`config.mk`:
```
export PLATFORM = sky130hd
export DESIGN_NAME = seru_port
export DESIGN_NICKNAME = d
export VERILOG_FILES = /design/src/seru_pkg.sv /design/src/seru_sync3.sv /design/src/seru_baud.sv /design/src/seru_port.sv
export SDC_FILE = /design/constraint.sdc
export NUM_CORES = 1
export LEC_CHECK = 0
export BUFFER_PORTS_ARGS = -buffer_cell sky130_fd_sc_hd__buf_2
export CAP_MARGIN = 20
export CORE_ASPECT_RATIO = 0.75
export CORE_MARGIN = 2
export CORE_UTILIZATION = 60
export DETAILED_ROUTE_END_ITERATION = 10
export GPL_ROUTABILITY_DRIVEN = 0
export PLACE_DENSITY = 0.83
export SLEW_MARGIN = 40
export SYNTH_ARGS = -nofsm -noshare
export SYNTH_HDL_FRONTEND = slang
export SYNTH_SLANG_ARGS = --single-unit
```
`constraint.sdc`:
```
create_clock -name clk -period 3.55 [get_ports clk]
set_input_delay 0.1775 -clock clk [delete_from_list [all_inputs] [get_ports clk]]
set_output_delay 0.1775 -clock clk [all_outputs]
set_load 0.01 [all_outputs]
```
`src/seru_pkg.sv`:
```
// shared constants and field layouts of the four-mode serial port
package seru_pkg;

  // register offsets on the plain register port
  localparam logic [7:0] OFF_CTRL_HIGH = 8'h04;
  localparam logic [7:0] OFF_CTRL_LOW  = 8'h05;
  localparam logic [7:0] OFF_DATA      = 8'h06;
  localparam logic [7:0] OFF_DIVISOR   = 8'hF5;

  // values after reset
  localparam logic [7:0] RST_CTRL_HIGH = 8'h00;
  localparam logic [7:0] RST_CTRL_LOW  = 8'h00;
  localparam logic [7:0] RST_DIVISOR   = 8'h00;
  localparam logic [7:0] RST_DATA      = 8'h00;

  // operating modes held in the top two bits of the high control register
  localparam logic [1:0] MODE_SYNC    = 2'h0;
  localparam logic [1:0] MODE_ASYNC8  = 2'h1;
  localparam logic [1:0] MODE_FIXED9  = 2'h2;
  localparam logic [1:0] MODE_VAR9    = 2'h3;

  // sixteen sub-bit ticks per bit period
  localparam logic [3:0] SUB_LAST   = 4'hF;
  localparam logic [3:0] SUB_CENTRE = 4'h7;
  localparam logic [3:0] LAST_BIT   = 4'h7;
  localparam logic [3:0] CNT_ZERO   = 4'h0;

  // high control register: mode, multiprocessor, transmit ninth bit, receive side
  typedef struct packed {
    logic [1:0] mode;
    logic       mp_ctrl;
    logic       rx_enable;
    logic       tx_ninth;
    logic       rx_ninth_bit;
    logic       rx_int_en;
    logic       rx_pend;
  } seru_ctrl_high_t;

  // low control register: parity, clock source, transmit side
  typedef struct packed {
    logic       tx_par_auto;
    logic       par_odd;
    logic [1:0] rsvd;
    logic [1:0] clk_sel;
    logic       tx_int_en;
    logic       tx_pend;
  } seru_ctrl_low_t;

  typedef enum logic [2:0] {
    TX_IDLE  = 3'b000,
    TX_START = 3'b001,
    TX_DATA  = 3'b010,
    TX_NINTH = 3'b011,
    TX_STOP  = 3'b100
  } seru_tx_state_t;

  typedef enum logic [2:0] {
    RX_IDLE  = 3'b000,
    RX_START = 3'b001,
    RX_DATA  = 3'b010,
    RX_NINTH = 3'b011,
    RX_STOP  = 3'b100
  } seru_rx_state_t;

endpackage

```
`src/seru_sync3.sv`:
```
// three-stage synchroniser with agreement filter for a pin input
`timescale 1ns/1ns
`default_nettype none
module seru_sync3 (
  input  wire logic clk,
  input  wire logic rst_n,
  input  wire logic pin_i,
  output logic      level
);
  logic s1_r;
  logic s2_r;
  logic s3_r;

  // first stage feeds only the second; level moves once two and three agree
  always_ff @(posedge clk) begin
    if (!rst_n) begin
      s1_r  <= 1'b1;
      s2_r  <= 1'b1;
      s3_r  <= 1'b1;
      level <= 1'b1;
    end else begin
      s1_r <= pin_i;
      s2_r <= s1_r;
      s3_r <= s2_r;
      if (s2_r == s3_r) begin
        level <= s3_r;
      end
    end
  end
endmodule
`default_nettype wire

```
`src/seru_baud.sv`:
```
// uart clock prescaler and baud divisor making the sixteen-per-bit tick
`timescale 1ns/1ns
`default_nettype none
module seru_baud (
  input  wire logic       clk,
  input  wire logic       rst_n,
  input  wire logic [1:0] clk_sel,
  input  wire logic       fixed_rate,
  input  wire logic [7:0] divisor,
  output logic            tick
);
  logic [2:0] pre_r;
  logic [7:0] cnt_r;
  logic [2:0] pre_mask;
  logic       fu_en;
  logic [7:0] limit;

  // uart clock is the system clock divided by 1, 2, 4 or 8
  assign pre_mask = (clk_sel == 2'h0) ? 3'h0 :
                    (clk_sel == 2'h1) ? 3'h1 :
                    (clk_sel == 2'h2) ? 3'h3 : 3'h7;
  assign fu_en    = ((pre_r & pre_mask) == pre_mask);
  // fixed mode ignores the divisor: one tick per uart clock
  assign limit    = fixed_rate ? 8'h00 : divisor;
  assign tick     = fu_en && (cnt_r >= limit);

  always_ff @(posedge clk) begin
    if (!rst_n) begin
      pre_r <= 3'h0;
      cnt_r <= 8'h00;
    end else begin
      pre_r <= pre_r + 3'h1;
      if (tick) begin
        cnt_r <= 8'h00;
      end else if (fu_en) begin
        cnt_r <= cnt_r + 8'h01;
      end
    end
  end
endmodule
`default_nettype wire

```
`src/seru_port.sv`:
```
// four-mode serial port: registers, transmitter and receiver
//
// Local design decision: strobed register access.
`timescale 1ns/1ns
`default_nettype none
module seru_port (
  input  wire logic       clk,
  input  wire logic       rst_n,
  input  wire logic [7:0] reg_addr,
  input  wire logic [7:0] reg_wdata,
  input  wire logic       reg_wr,
  input  wire logic       reg_rd,
  output logic      [7:0] reg_rdata,
  input  wire logic       serial_in_pin_i,
  output logic            serial_in_pin_o,
  output logic            serial_in_pin_oe,
  output logic            serial_out_pin,
  output logic            rx_irq,
  output logic            tx_irq
);
  seru_pkg::seru_ctrl_high_t ctrl_high_r;
  seru_pkg::seru_ctrl_low_t  ctrl_low_r;
  seru_pkg::seru_tx_state_t  tx_state_r;
  seru_pkg::seru_tx_state_t  tx_state_nxt;
  seru_pkg::seru_rx_state_t  rx_state_r;
  seru_pkg::seru_rx_state_t  rx_state_nxt;
  logic [7:0] div_r;
  logic [7:0] tx_shift_r;
  logic [7:0] tx_shift_nxt;
  logic       tx_ninth_r;
  logic [3:0] tx_sub_r;
  logic [3:0] tx_sub_nxt;
  logic [3:0] tx_cnt_r;
  logic [3:0] tx_cnt_nxt;
  logic       tx_done;
  logic [7:0] rx_shift_r;
  logic [7:0] rx_shift_nxt;
  logic [7:0] rx_buf_r;
  logic [3:0] rx_sub_r;
  logic [3:0] rx_sub_nxt;
  logic [3:0] rx_cnt_r;
  logic [3:0] rx_cnt_nxt;
  logic       rx_done;
  logic       rx_ninth_cap;
  logic       tick;
  logic       rxd;

  // address decode of the register port
  logic wr_high;
  logic wr_low;
  logic wr_data;
  logic wr_div;
  logic is_sync;
  logic is_nine;
  logic tx_busy;
  logic rx_busy;
  logic tx_go;
  logic sync_rx_go;
  logic async_rx_go;
  logic samp;
  logic tx_line;
  logic tx_ninth_val;
  logic [7:0] rd_val;

  assign wr_high = reg_wr && (reg_addr == seru_pkg::OFF_CTRL_HIGH);
  assign wr_low  = reg_wr && (reg_addr == seru_pkg::OFF_CTRL_LOW);
  assign wr_data = reg_wr && (reg_addr == seru_pkg::OFF_DATA);
  assign wr_div  = reg_wr && (reg_addr == seru_pkg::OFF_DIVISOR);

  // mode decode; only 00 is the shift mode, the top bit marks nine bits
  assign is_sync = (ctrl_high_r.mode == seru_pkg::MODE_SYNC);
  assign is_nine = ctrl_high_r.mode[1];
  assign tx_busy = (tx_state_r != seru_pkg::TX_IDLE);
  assign rx_busy = (rx_state_r != seru_pkg::RX_IDLE);

  // shift mode shares one data pin, so transmit and receive exclude each other
  assign tx_go       = wr_data && !tx_busy &&
                       !(is_sync && rx_busy);
  assign sync_rx_go  = is_sync && ctrl_high_r.rx_enable &&
                       !ctrl_high_r.rx_pend && !tx_busy && !wr_data;
  assign async_rx_go = !is_sync && ctrl_high_r.rx_enable && !rxd;

  // shift mode samples at the end of the low clock half, async at bit centre
  assign samp = tick && (rx_sub_r == (is_sync ? seru_pkg::SUB_CENTRE
                                              : seru_pkg::SUB_LAST));

  // ninth bit is either software's bit or generated parity
  assign tx_ninth_val = ctrl_low_r.tx_par_auto ?
                        (^reg_wdata) ^ ctrl_low_r.par_odd :
                        ctrl_high_r.tx_ninth;

  // line level of the async transmitter per state
  assign tx_line = (tx_state_r == seru_pkg::TX_START) ? 1'b0 :
                   (tx_state_r == seru_pkg::TX_DATA)  ? tx_shift_r[0] :
                   (tx_state_r == seru_pkg::TX_NINTH) ? tx_ninth_r :
                   1'b1;

  // separate buffers: a data read never sees what was written
  assign rd_val = (reg_addr == seru_pkg::OFF_CTRL_HIGH) ? ctrl_high_r :
                  (reg_addr == seru_pkg::OFF_CTRL_LOW)  ?
                    {ctrl_low_r[7:6], 2'h0, ctrl_low_r[3:0]} :
                  (reg_addr == seru_pkg::OFF_DATA)      ? rx_buf_r :
                  (reg_addr == seru_pkg::OFF_DIVISOR)   ? div_r : 8'h00;

  // transmitter sequencing
  always_comb begin
    tx_state_nxt = tx_state_r;
    tx_shift_nxt = tx_shift_r;
    tx_sub_nxt   = tx_sub_r;
    tx_cnt_nxt   = tx_cnt_r;
    tx_done      = 1'b0;
    if (tx_go) begin
      tx_shift_nxt = reg_wdata;
      tx_sub_nxt   = seru_pkg::CNT_ZERO;
      tx_cnt_nxt   = seru_pkg::CNT_ZERO;
      tx_state_nxt = is_sync ? seru_pkg::TX_DATA : seru_pkg::TX_START;
    end else if (tick && tx_busy) begin
      tx_sub_nxt = tx_sub_r + 4'h1;
      if (tx_sub_r == seru_pkg::SUB_LAST) begin
        case (tx_state_r)
          seru_pkg::TX_START: begin
            tx_state_nxt = seru_pkg::TX_DATA;
          end
          seru_pkg::TX_DATA: begin
            tx_shift_nxt = {1'b1, tx_shift_r[7:1]};
            tx_cnt_nxt   = tx_cnt_r + 4'h1;
            if (tx_cnt_r == seru_pkg::LAST_BIT) begin
              if (is_sync) begin
                tx_state_nxt = seru_pkg::TX_IDLE;
                tx_done      = 1'b1;
              end else if (is_nine) begin
                tx_state_nxt = seru_pkg::TX_NINTH;
              end else begin
                tx_state_nxt = seru_pkg::TX_STOP;
                tx_done      = 1'b1;
              end
            end
          end
          seru_pkg::TX_NINTH: begin
            tx_state_nxt = seru_pkg::TX_STOP;
            tx_done      = 1'b1;
          end
          default: begin
            tx_state_nxt = seru_pkg::TX_IDLE;
          end
        endcase
      end
    end
  end

  // receiver sequencing
  always_comb begin
    rx_state_nxt = rx_state_r;
    rx_shift_nxt = rx_shift_r;
    rx_sub_nxt   = rx_sub_r;
    rx_cnt_nxt   = rx_cnt_r;
    rx_done      = 1'b0;
    rx_ninth_cap = 1'b0;
    case (rx_state_r)
      seru_pkg::RX_IDLE: begin
        rx_sub_nxt = seru_pkg::CNT_ZERO;
        rx_cnt_nxt = seru_pkg::CNT_ZERO;
        if (sync_rx_go) begin
          rx_state_nxt = seru_pkg::RX_DATA;
        end else if (async_rx_go) begin
          rx_state_nxt = seru_pkg::RX_START;
        end
      end
      seru_pkg::RX_START: begin
        if (tick) begin
          rx_sub_nxt = rx_sub_r + 4'h1;
          // a glitch shorter than half a bit is dropped
          if (rx_sub_r == seru_pkg::SUB_CENTRE) begin
            rx_sub_nxt   = seru_pkg::CNT_ZERO;
            rx_state_nxt = rxd ? seru_pkg::RX_IDLE : seru_pkg::RX_DATA;
          end
        end
      end
      seru_pkg::RX_DATA: begin
        if (tick) begin
          rx_sub_nxt = rx_sub_r + 4'h1;
        end
        if (samp) begin
          rx_shift_nxt = {rxd, rx_shift_r[7:1]};
          rx_cnt_nxt   = rx_cnt_r + 4'h1;
          if (rx_cnt_r == seru_pkg::LAST_BIT) begin
            if (is_sync) begin
              rx_state_nxt = seru_pkg::RX_IDLE;
              rx_done      = 1'b1;
            end else begin
              rx_state_nxt = is_nine ? seru_pkg::RX_NINTH
                                     : seru_pkg::RX_STOP;
            end
          end
        end
      end
      seru_pkg::RX_NINTH: begin
        if (tick) begin
          rx_sub_nxt = rx_sub_r + 4'h1;
        end
        if (samp) begin
          rx_ninth_cap = 1'b1;
          rx_done      = 1'b1;
          rx_state_nxt = seru_pkg::RX_STOP;
        end
      end
      seru_pkg::RX_STOP: begin
        if (tick) begin
          rx_sub_nxt = rx_sub_r + 4'h1;
        end
        if (samp) begin
          rx_done      = !is_nine;
          rx_state_nxt = seru_pkg::RX_IDLE;
        end
      end
      default: begin
        rx_state_nxt = seru_pkg::RX_IDLE;
      end
    endcase
  end

  // shift state registers
  always_ff @(posedge clk) begin
    if (!rst_n) begin
      tx_state_r <= seru_pkg::TX_IDLE;
      rx_state_r <= seru_pkg::RX_IDLE;
      tx_shift_r <= seru_pkg::RST_DATA;
      rx_shift_r <= seru_pkg::RST_DATA;
      tx_sub_r   <= seru_pkg::CNT_ZERO;
      rx_sub_r   <= seru_pkg::CNT_ZERO;
      tx_cnt_r   <= seru_pkg::CNT_ZERO;
      rx_cnt_r   <= seru_pkg::CNT_ZERO;
      tx_ninth_r <= 1'b1;
    end else begin
      tx_state_r <= tx_state_nxt;
      rx_state_r <= rx_state_nxt;
      tx_shift_r <= tx_shift_nxt;
      rx_shift_r <= rx_shift_nxt;
      tx_sub_r   <= tx_sub_nxt;
      rx_sub_r   <= rx_sub_nxt;
      tx_cnt_r   <= tx_cnt_nxt;
      rx_cnt_r   <= rx_cnt_nxt;
      if (tx_go) begin
        tx_ninth_r <= tx_ninth_val;
      end
    end
  end

  // register file; hardware set of a pending flag beats a software clear
  always_ff @(posedge clk) begin
    if (!rst_n) begin
      ctrl_high_r <= seru_pkg::RST_CTRL_HIGH;
      ctrl_low_r  <= seru_pkg::RST_CTRL_LOW;
      div_r       <= seru_pkg::RST_DIVISOR;
      rx_buf_r    <= seru_pkg::RST_DATA;
    end else begin
      if (wr_high) begin
        ctrl_high_r <= reg_wdata;
      end
      if (wr_low) begin
        ctrl_low_r <= {reg_wdata[7:6], 2'h0, reg_wdata[3:0]};
      end
      if (rx_ninth_cap) begin
        ctrl_high_r.rx_ninth_bit <= rxd;
      end
      // software alone clears the flags; acknowledging does not
      if (rx_done) begin
        ctrl_high_r.rx_pend <= 1'b1;
      end
      if (tx_done) begin
        ctrl_low_r.tx_pend <= 1'b1;
      end
      if (wr_div) begin
        div_r <= reg_wdata;
      end
      // an unread byte is simply overwritten by the newer one
      if (rx_done) begin
        rx_buf_r <= rx_shift_nxt;
      end
    end
  end

  // registered pins, read data and interrupt requests
  always_ff @(posedge clk) begin
    if (!rst_n) begin
      reg_rdata        <= 8'h00;
      serial_out_pin   <= 1'b1;
      serial_in_pin_o  <= 1'b1;
      serial_in_pin_oe <= 1'b0;
      rx_irq           <= 1'b0;
      tx_irq           <= 1'b0;
    end else begin
      reg_rdata <= reg_rd ? rd_val : 8'h00;
      // shift clock idles high, low in the first half of each bit
      if (is_sync) begin
        serial_out_pin <= tx_busy ? tx_sub_r[3] :
                          rx_busy ? rx_sub_r[3] : 1'b1;
      end else begin
        serial_out_pin <= tx_line;
      end
      serial_in_pin_o  <= tx_shift_r[0];
      serial_in_pin_oe <= is_sync && tx_busy;
      rx_irq <= ctrl_high_r.rx_pend && ctrl_high_r.rx_int_en;
      tx_irq <= ctrl_low_r.tx_pend && ctrl_low_r.tx_int_en;
    end
  end

  seru_baud u_baud (
    .clk        (clk),
    .rst_n      (rst_n),
    .clk_sel    (ctrl_low_r.clk_sel),
    .fixed_rate (ctrl_high_r.mode == seru_pkg::MODE_FIXED9),
    .divisor    (div_r),
    .tick       (tick)
  );

  seru_sync3 u_rxd_sync (
    .clk   (clk),
    .rst_n (rst_n),
    .pin_i (serial_in_pin_i),
    .level (rxd)
  );
endmodule
`default_nettype wire

```
* After elaboration in Yosys (flattened, before gate mapping)
Index checks and enable logic that the tools add are counted.
Storage, ports and cells: register bits 97, output and inout bits 13, logic and storage cells 190, input port bits 21
Operators by class: bitwise operators 3, $lt $le $gt $ge 1, eq/ne operators 30, multiplexer cells 65, reductions and logical operators 50, add/subtract/negate cells 6
Operators by type and width (number):
- $mux W8 | 11
- $mux W3 | 18
- $eq A8 B3 Y1 const B | 3
- $mux W1 | 23
- $mux W4 | 5
- $logic_and A1 B1 Y1 | 19
- $add A4 B1 Y4 const B | 4
- $pmux W3 S5 | 1
- $reduce_bool A2 Y1 | 7
- $eq A3 B2 Y1 const B | 4
- $eq A4 B3 Y1 const B | 3
- $ne A2 B2 Y1 const B | 6
- $pmux W4 S3 | 1
- $reduce_and A3 Y1 | 4
- $pmux W3 S3 | 1
- $reduce_bool A3 Y1 | 3
- $add A8 B1 Y8 const B | 1
- $eq A8 B8 Y1 const B | 1
- $ge A8 B8 Y1 | 1
- $pmux W4 S2 | 1
- $reduce_xor A8 Y1 | 1
- $logic_not A1 Y1 | 7
- $reduce_and A7 Y1 | 1
- $eq A3 B1 Y1 const B | 2
- other kinds (22) | 27

* Longest topological paths before layout
word-level depth 11, gate-level depth with buffers 14, depth with buffers taken out 10

* Modules after synthesis
Synthesis repeated with hierarchy kept, for this count alone.
Unflattened totals: cell total of the unflattened synthesis 490, area total of the unflattened synthesis 4634.4 µm²
By module, submodules not included:
- seru_port | cells an instance 401, seq. area each 1641.6 µm², area an instance 3819.9 µm², instances 1
- seru_baud | cells an instance 79, seq. area each 220.2 µm², area an instance 701.9 µm², instances 1
- seru_sync3 | cells an instance 10, seq. area each 80.1 µm², area an instance 112.6 µm², instances 1

* Worst setup path after synthesis
Ideal clock, no wire load.
kind register to register, start point register ctrl_high_r[6] in the netlist's numbering, end point register rx_sub_r[3], clock period less this slack 2572 ps, data required time 3480 ps, path buffers 1, library setup time 70 ps, data arrival time 2502 ps, setup slack 978 ps, cell stages (with the launch flop) 12, cells stage by stage dfxtp_1 > nand2b_1 > clkbuf_1 > nand2_1 > ha_1 > and3_1 > o21ai_1 > a31oi_2 > o21ai_2 > maj3_2 > or3_1 > a21oi_1
On the way: cells in the longest elaborated chain, start to end 6, elaborated cells on any way between the ends 7, those cells by class 1 x order compare; 3 x eq/ne; 1 x mux; 2 x reduce/logical
RTL lines:
- from (decl) | RTL line seru_port.sv:21 | seru_pkg::seru_ctrl_high_t ctrl_high_r;
- from (signal assigned) | RTL line seru_port.sv:252 | ctrl_high_r <= seru_pkg::RST_CTRL_HIGH;
- from (signal assigned) | RTL line seru_port.sv:258 | ctrl_high_r <= reg_wdata;
- $eq A2 B2 Y1 * | RTL line seru_port.sv:312 | .fixed_rate (ctrl_high_r.mode == seru_pkg::MODE_FIXED9),
- $mux W8 * | RTL line seru_baud.sv:24 | assign limit = fixed_rate ? 8'h00 : divisor;
- $ge A8 B8 Y1 * | RTL line seru_baud.sv:25 | assign tick = fu_en && (cnt_r >= limit);
- $logic_and A1 B1 Y1 * | RTL line seru_baud.sv:25
- $ne A2 B1 Y1 (no line) / $ne A2 B2 Y1 (equally long branches)
- $reduce_and A3 Y1 (no line) *
- to (signal assigned) | RTL line seru_port.sv:230 | rx_sub_r <= seru_pkg::CNT_ZERO;
- to (signal assigned) | RTL line seru_port.sv:240 | rx_sub_r <= rx_sub_nxt;
- to (decl) | RTL line seru_port.sv:39 | logic [3:0] rx_sub_r;
Mark *: on every way between the ends. The rest lies on a longest branch, timed or not. A chain may end at the register's enable or synchronous reset.

* Worst setup path after layout
start point register ctrl_high_r[7] in the netlist's numbering, end point register tx_shift_r[2]
On the way: cells in the longest elaborated chain, start to end 7, elaborated cells on any way between the ends 14, those cells by class 1 x order compare; 1 x eq/ne; 2 x mux; 10 x reduce/logical
RTL lines:
- $eq A2 B2 Y1 | RTL line seru_port.sv:312
- $mux W8 | RTL line seru_baud.sv:24
- $ge A8 B8 Y1 | RTL line seru_baud.sv:25
- $logic_and A1 B1 Y1 | RTL line seru_baud.sv:25
- $logic_and A1 B1 Y1 | RTL line seru_port.sv:117 | end else if (tick && tx_busy) begin
- $reduce_bool A2 Y1 (no line)
- $reduce_and A3 Y1 (no line)
- to (signal assigned) | RTL line seru_port.sv:227 | tx_shift_r <= seru_pkg::RST_DATA;
- to (signal assigned) | RTL line seru_port.sv:237 | tx_shift_r <= tx_shift_nxt;
- to (decl) | RTL line seru_port.sv:28 | logic [7:0] tx_shift_r;
Parallel ways exist; a longest one is shown, timed or not.

==> key figures <==
Worst hold path
  – Worst hold path endpoint: tx_shift_r[5]
  – Hold Path Cell Cnt: 2
  – Hold crit path type: input port to register
  – Hold wc startpoint: reg_wdata[5]

Die
  – Die Width: 106.5 um
  – Starting Density: 63.03%
  – Boundary pin count: 34
  – Core Footprint: 0.007500 mm^2
  – Placement Rows: 27
  – Die area: 0.008612 mm^2
  – Chip Height: 80.87 um

Yosys
  – Main synth FF type: dfxtp_1
  – Avg Inst Size Synth: 9.251 um^2
  – Post-synth net total: 546
  – Ys async rst share: 0%
  – Cells after Synth: 511
  – Part of the Yosys area used for sequential elements: 41.08%
  – Count of unique library cells instantiated by Yosys: 65
  – Number of synthesized flops with an enable pin: 0
  – #FFs+latches synth: 97
  – Netlist Area Pre-Place: 0.004727 mm^2
  – Ys Warns: 0

Worst setup path
  – Worst-path fanout max: 9
  – CP startpoint kind: register
  – Worst EP required: 3800 ps
  – Reg-to-reg critical path endpoint: tx_shift_r[2]
  – Reg2reg start: ctrl_high_r[7]
  – Crit end category: register
  – Setup slack, reg-to-reg: 580 ps
  – Critical path class: register to register
  – Worst-case reg-to-reg path depth: 11
  – Worst Path Arrival: 3220 ps

CTS
  – Worst-Skew Late Latency: 380 ps
  – Clk buf depth: 2
  – Total CTS buffers: 9
  – Resized cells post-CTS: 0
  – CTS H-tree lvls: 3
  – Clock slew at reported path FFs: 90 ps
  – Sink Count: 97
  – Root Buffer: clkbuf_8
  – CTS tree: built

Timing
  – RSZ-0062 raised after global routing: no
  – Worst-Margin Slew: 644.8 ps
  – Fin crit period: 2969 ps
  – Final setup viols: 0
  – Max Transition Viols Final: 0
  – Setup tns final: 0 ps
  – Setup ws final: 581.2 ps
  – Final hold vios: 0
  – Worst clock skew: 9.212 ps
  – Slew headroom: 56.78%
  – Maximum clock rate: 0.3368 GHz
  – Final period util: 83.63%

Global route
  – Total grt overflow: 0
  – Pin count of the biggest net entering global routing: 41
  – Vias in the first global route: 3609
  – First-pass GRT wire length: 17660 um
  – Initial antenna violation count: 0
  – GRT Util Overall: 26.45%

Place
  – HPWL Detailed: 7834 um
  – IO buf count: 33
  – Setup WS pre-CTS: 634.8 ps

Detailed routing
  – TritonRoute pass-1 iters: 5
  – Final WL: 10660 um
  – Drt drc: 0
  – WL/cell: 16.67 um
  – ANT nets after route: 0
  – Initial drt markers: 279
  – Via Count: 3794
  – Drt via density: 5.937

Job
  – Max-cap violations: 0

Final layout
  – Share of post-route cells with drive strength above 1: 14.31%
  – Nets: 568
  – Synthesis-to-layout area growth: 9.741%
  – Antenna Cells: 0

Pwr
  – Max VDD drop: 0.3399 mV
  – Pwr dens: 401.7 mW/mm^2
  – Power Total: 2.084 mW
  – LEAKAGE: 2.230 nW

Outcome
  – Outcome: finished, final reports clean
worst max-delay path, stage by stage (launching register included):
cell       delay, ps
dfxtp_1          560
nand2b_1         250
and2_1           230
ha_1             260
and3_1           150
o21ai_1          160
a31oi_2          170
o21a_4           270
nand2_1          260
buf_4            220
mux2i_1          210
o2bb2ai_1         90
synth_stat cells, drive strengths merged (3+ instances only):
| cell type | n | area (um^2) |
|---|---|---|
| buf | 10 | 62.56 |
| a222oi | 8 | 80.08 |
| o21a | 3 | 30.02 |
| inv | 9 | 33.78 |
| o2bb2ai | 7 | 61.31 |
| nand2 | 49 | 183.9 |
| and2 | 6 | 37.54 |
| dfxtp | 97 | 1942 |
| nor3 | 6 | 41.29 |
| a21oi | 13 | 65.06 |
| nor2b | 27 | 168.9 |
| nand2b | 7 | 43.79 |
| a31oi | 5 | 37.53 |
| a21boi | 12 | 90.09 |
| mux2 | 7 | 78.83 |
| or3 | 6 | 37.54 |
| ha | 14 | 175.2 |
| nor2 | 47 | 191.4 |
| nand4 | 8 | 65.06 |
| mux2i | 39 | 390.4 |
| xnor2 | 11 | 96.34 |
| xor2 | 14 | 122.6 |
| and3 | 9 | 57.56 |
| nand3 | 16 | 80.08 |
| o21ai | 24 | 131.4 |
| o211a | 7 | 70.07 |
| clkbuf | 18 | 68.81 |
| o211ai | 5 | 37.54 |
where the power goes:
group / switching [mW] / internal [mW]
Combinational: 0.0589 / 0.0418
Clock: 0.390 / 0.489
Sequential: 0.00868 / 1.09
Total: 0.458 / 1.63
cell families after synthesis:
kind of cell / share of synthesized area, %
AND/OR/NAND/NOR: 21.20
multiplexers: 9.926
XOR/XNOR: 4.632
AO/OA/AOI/OAI: 15.72
adder cells (fa/ha/maj): 3.944
buffers and inverters: 3.494
flip-flops: 41.08
flip-flops by register name, summed over array words and instances (netlist names), 6 cells and up:
| name | cells |
|---|---|
| ctrl_low_r | 6 |
| rx_buf_r | 8 |
| reg_rdata | 8 |
| tx_shift_r | 8 |
| div_r | 8 |
| rx_shift_r | 8 |
| ctrl_high_r | 8 |
| u_baud.cnt_r | 8 |
placed cells by master, fill, tap and decap left out, drive strengths merged, types with 3 or more instances in the layout:
cell type   n
a21oi      13
xnor2      11
o211ai      5
ha         14
nor2b      27
and3        9
mux2i      39
clkbuf     10
buf        38
bufinv      3
nand4       8
o21ai      24
o21a        3
nand2      49
a21boi     12
nand2b      7
dfxtp      97
or3         6
and2        6
nor2       47
a222oi      8
nor3        6
xor2       14
a31oi       5
o2bb2ai     7
nand3      16
inv         9
mux2        7
o211a       7
stage by stage:
step	util (%)	std cells	instance area, um^2	hold WS (ps)
floorplan	-	511	4727	279.0
global placement	65.67	622	4925	365.0
detailed placement	65.67	622	4925	375.7
CTS	69.17	639	5187	76.47
global route	69.17	639	5187	75.45
finish	69.17	639	5187	80.49
routing by layer:
metal | GRT usage [%] | vias up | part of all wire, %
li1 | - | 1860 | -
met1 | 34.63 | 1806 | 46
met2 | 43.21 | 111 | 46
met3 | 6.581 | 17 | 6.5
met4 | 9.091 | 0 | 1.4
met5 | 0 | - | 0
cell type report:
type / instances / area, um^2
Clock buffer: 10 / 137.6
Sequential cell: 97 / 1942
Inverter: 9 / 33.78
Timing Repair Buffer: 39 / 212.7
Fill cell: 587 / 2312
Tap cell: 101 / 126.4
Clock inverter: 6 / 115.1
Multi-Input combinational cell: 377 / 2620
what timing repair did:
item / in CTS / in global routing
hold endpoints to repair: 1 / 0
buffers inserted: 0 / 0
hold buffers: 1 / 0
worst max path at each step:
stage / start / to / cells past startpoint / slack (ps)
after global placement: ctrl_high_r[7] / rx_sub_r[3] / 10 / 800
after CTS: ctrl_high_r[7] / tx_shift_r[2] / 11 / 620
after floorplan: ctrl_high_r[6] / rx_sub_r[3] / 11 / 980
after detailed placement: ctrl_high_r[7] / tx_shift_r[2] / 11 / 630
after global routing: ctrl_high_r[7] / tx_shift_r[2] / 11 / 440
final: ctrl_high_r[7] / tx_shift_r[2] / 11 / 580
No activity file was read; power rests on OpenSTA's default activity.
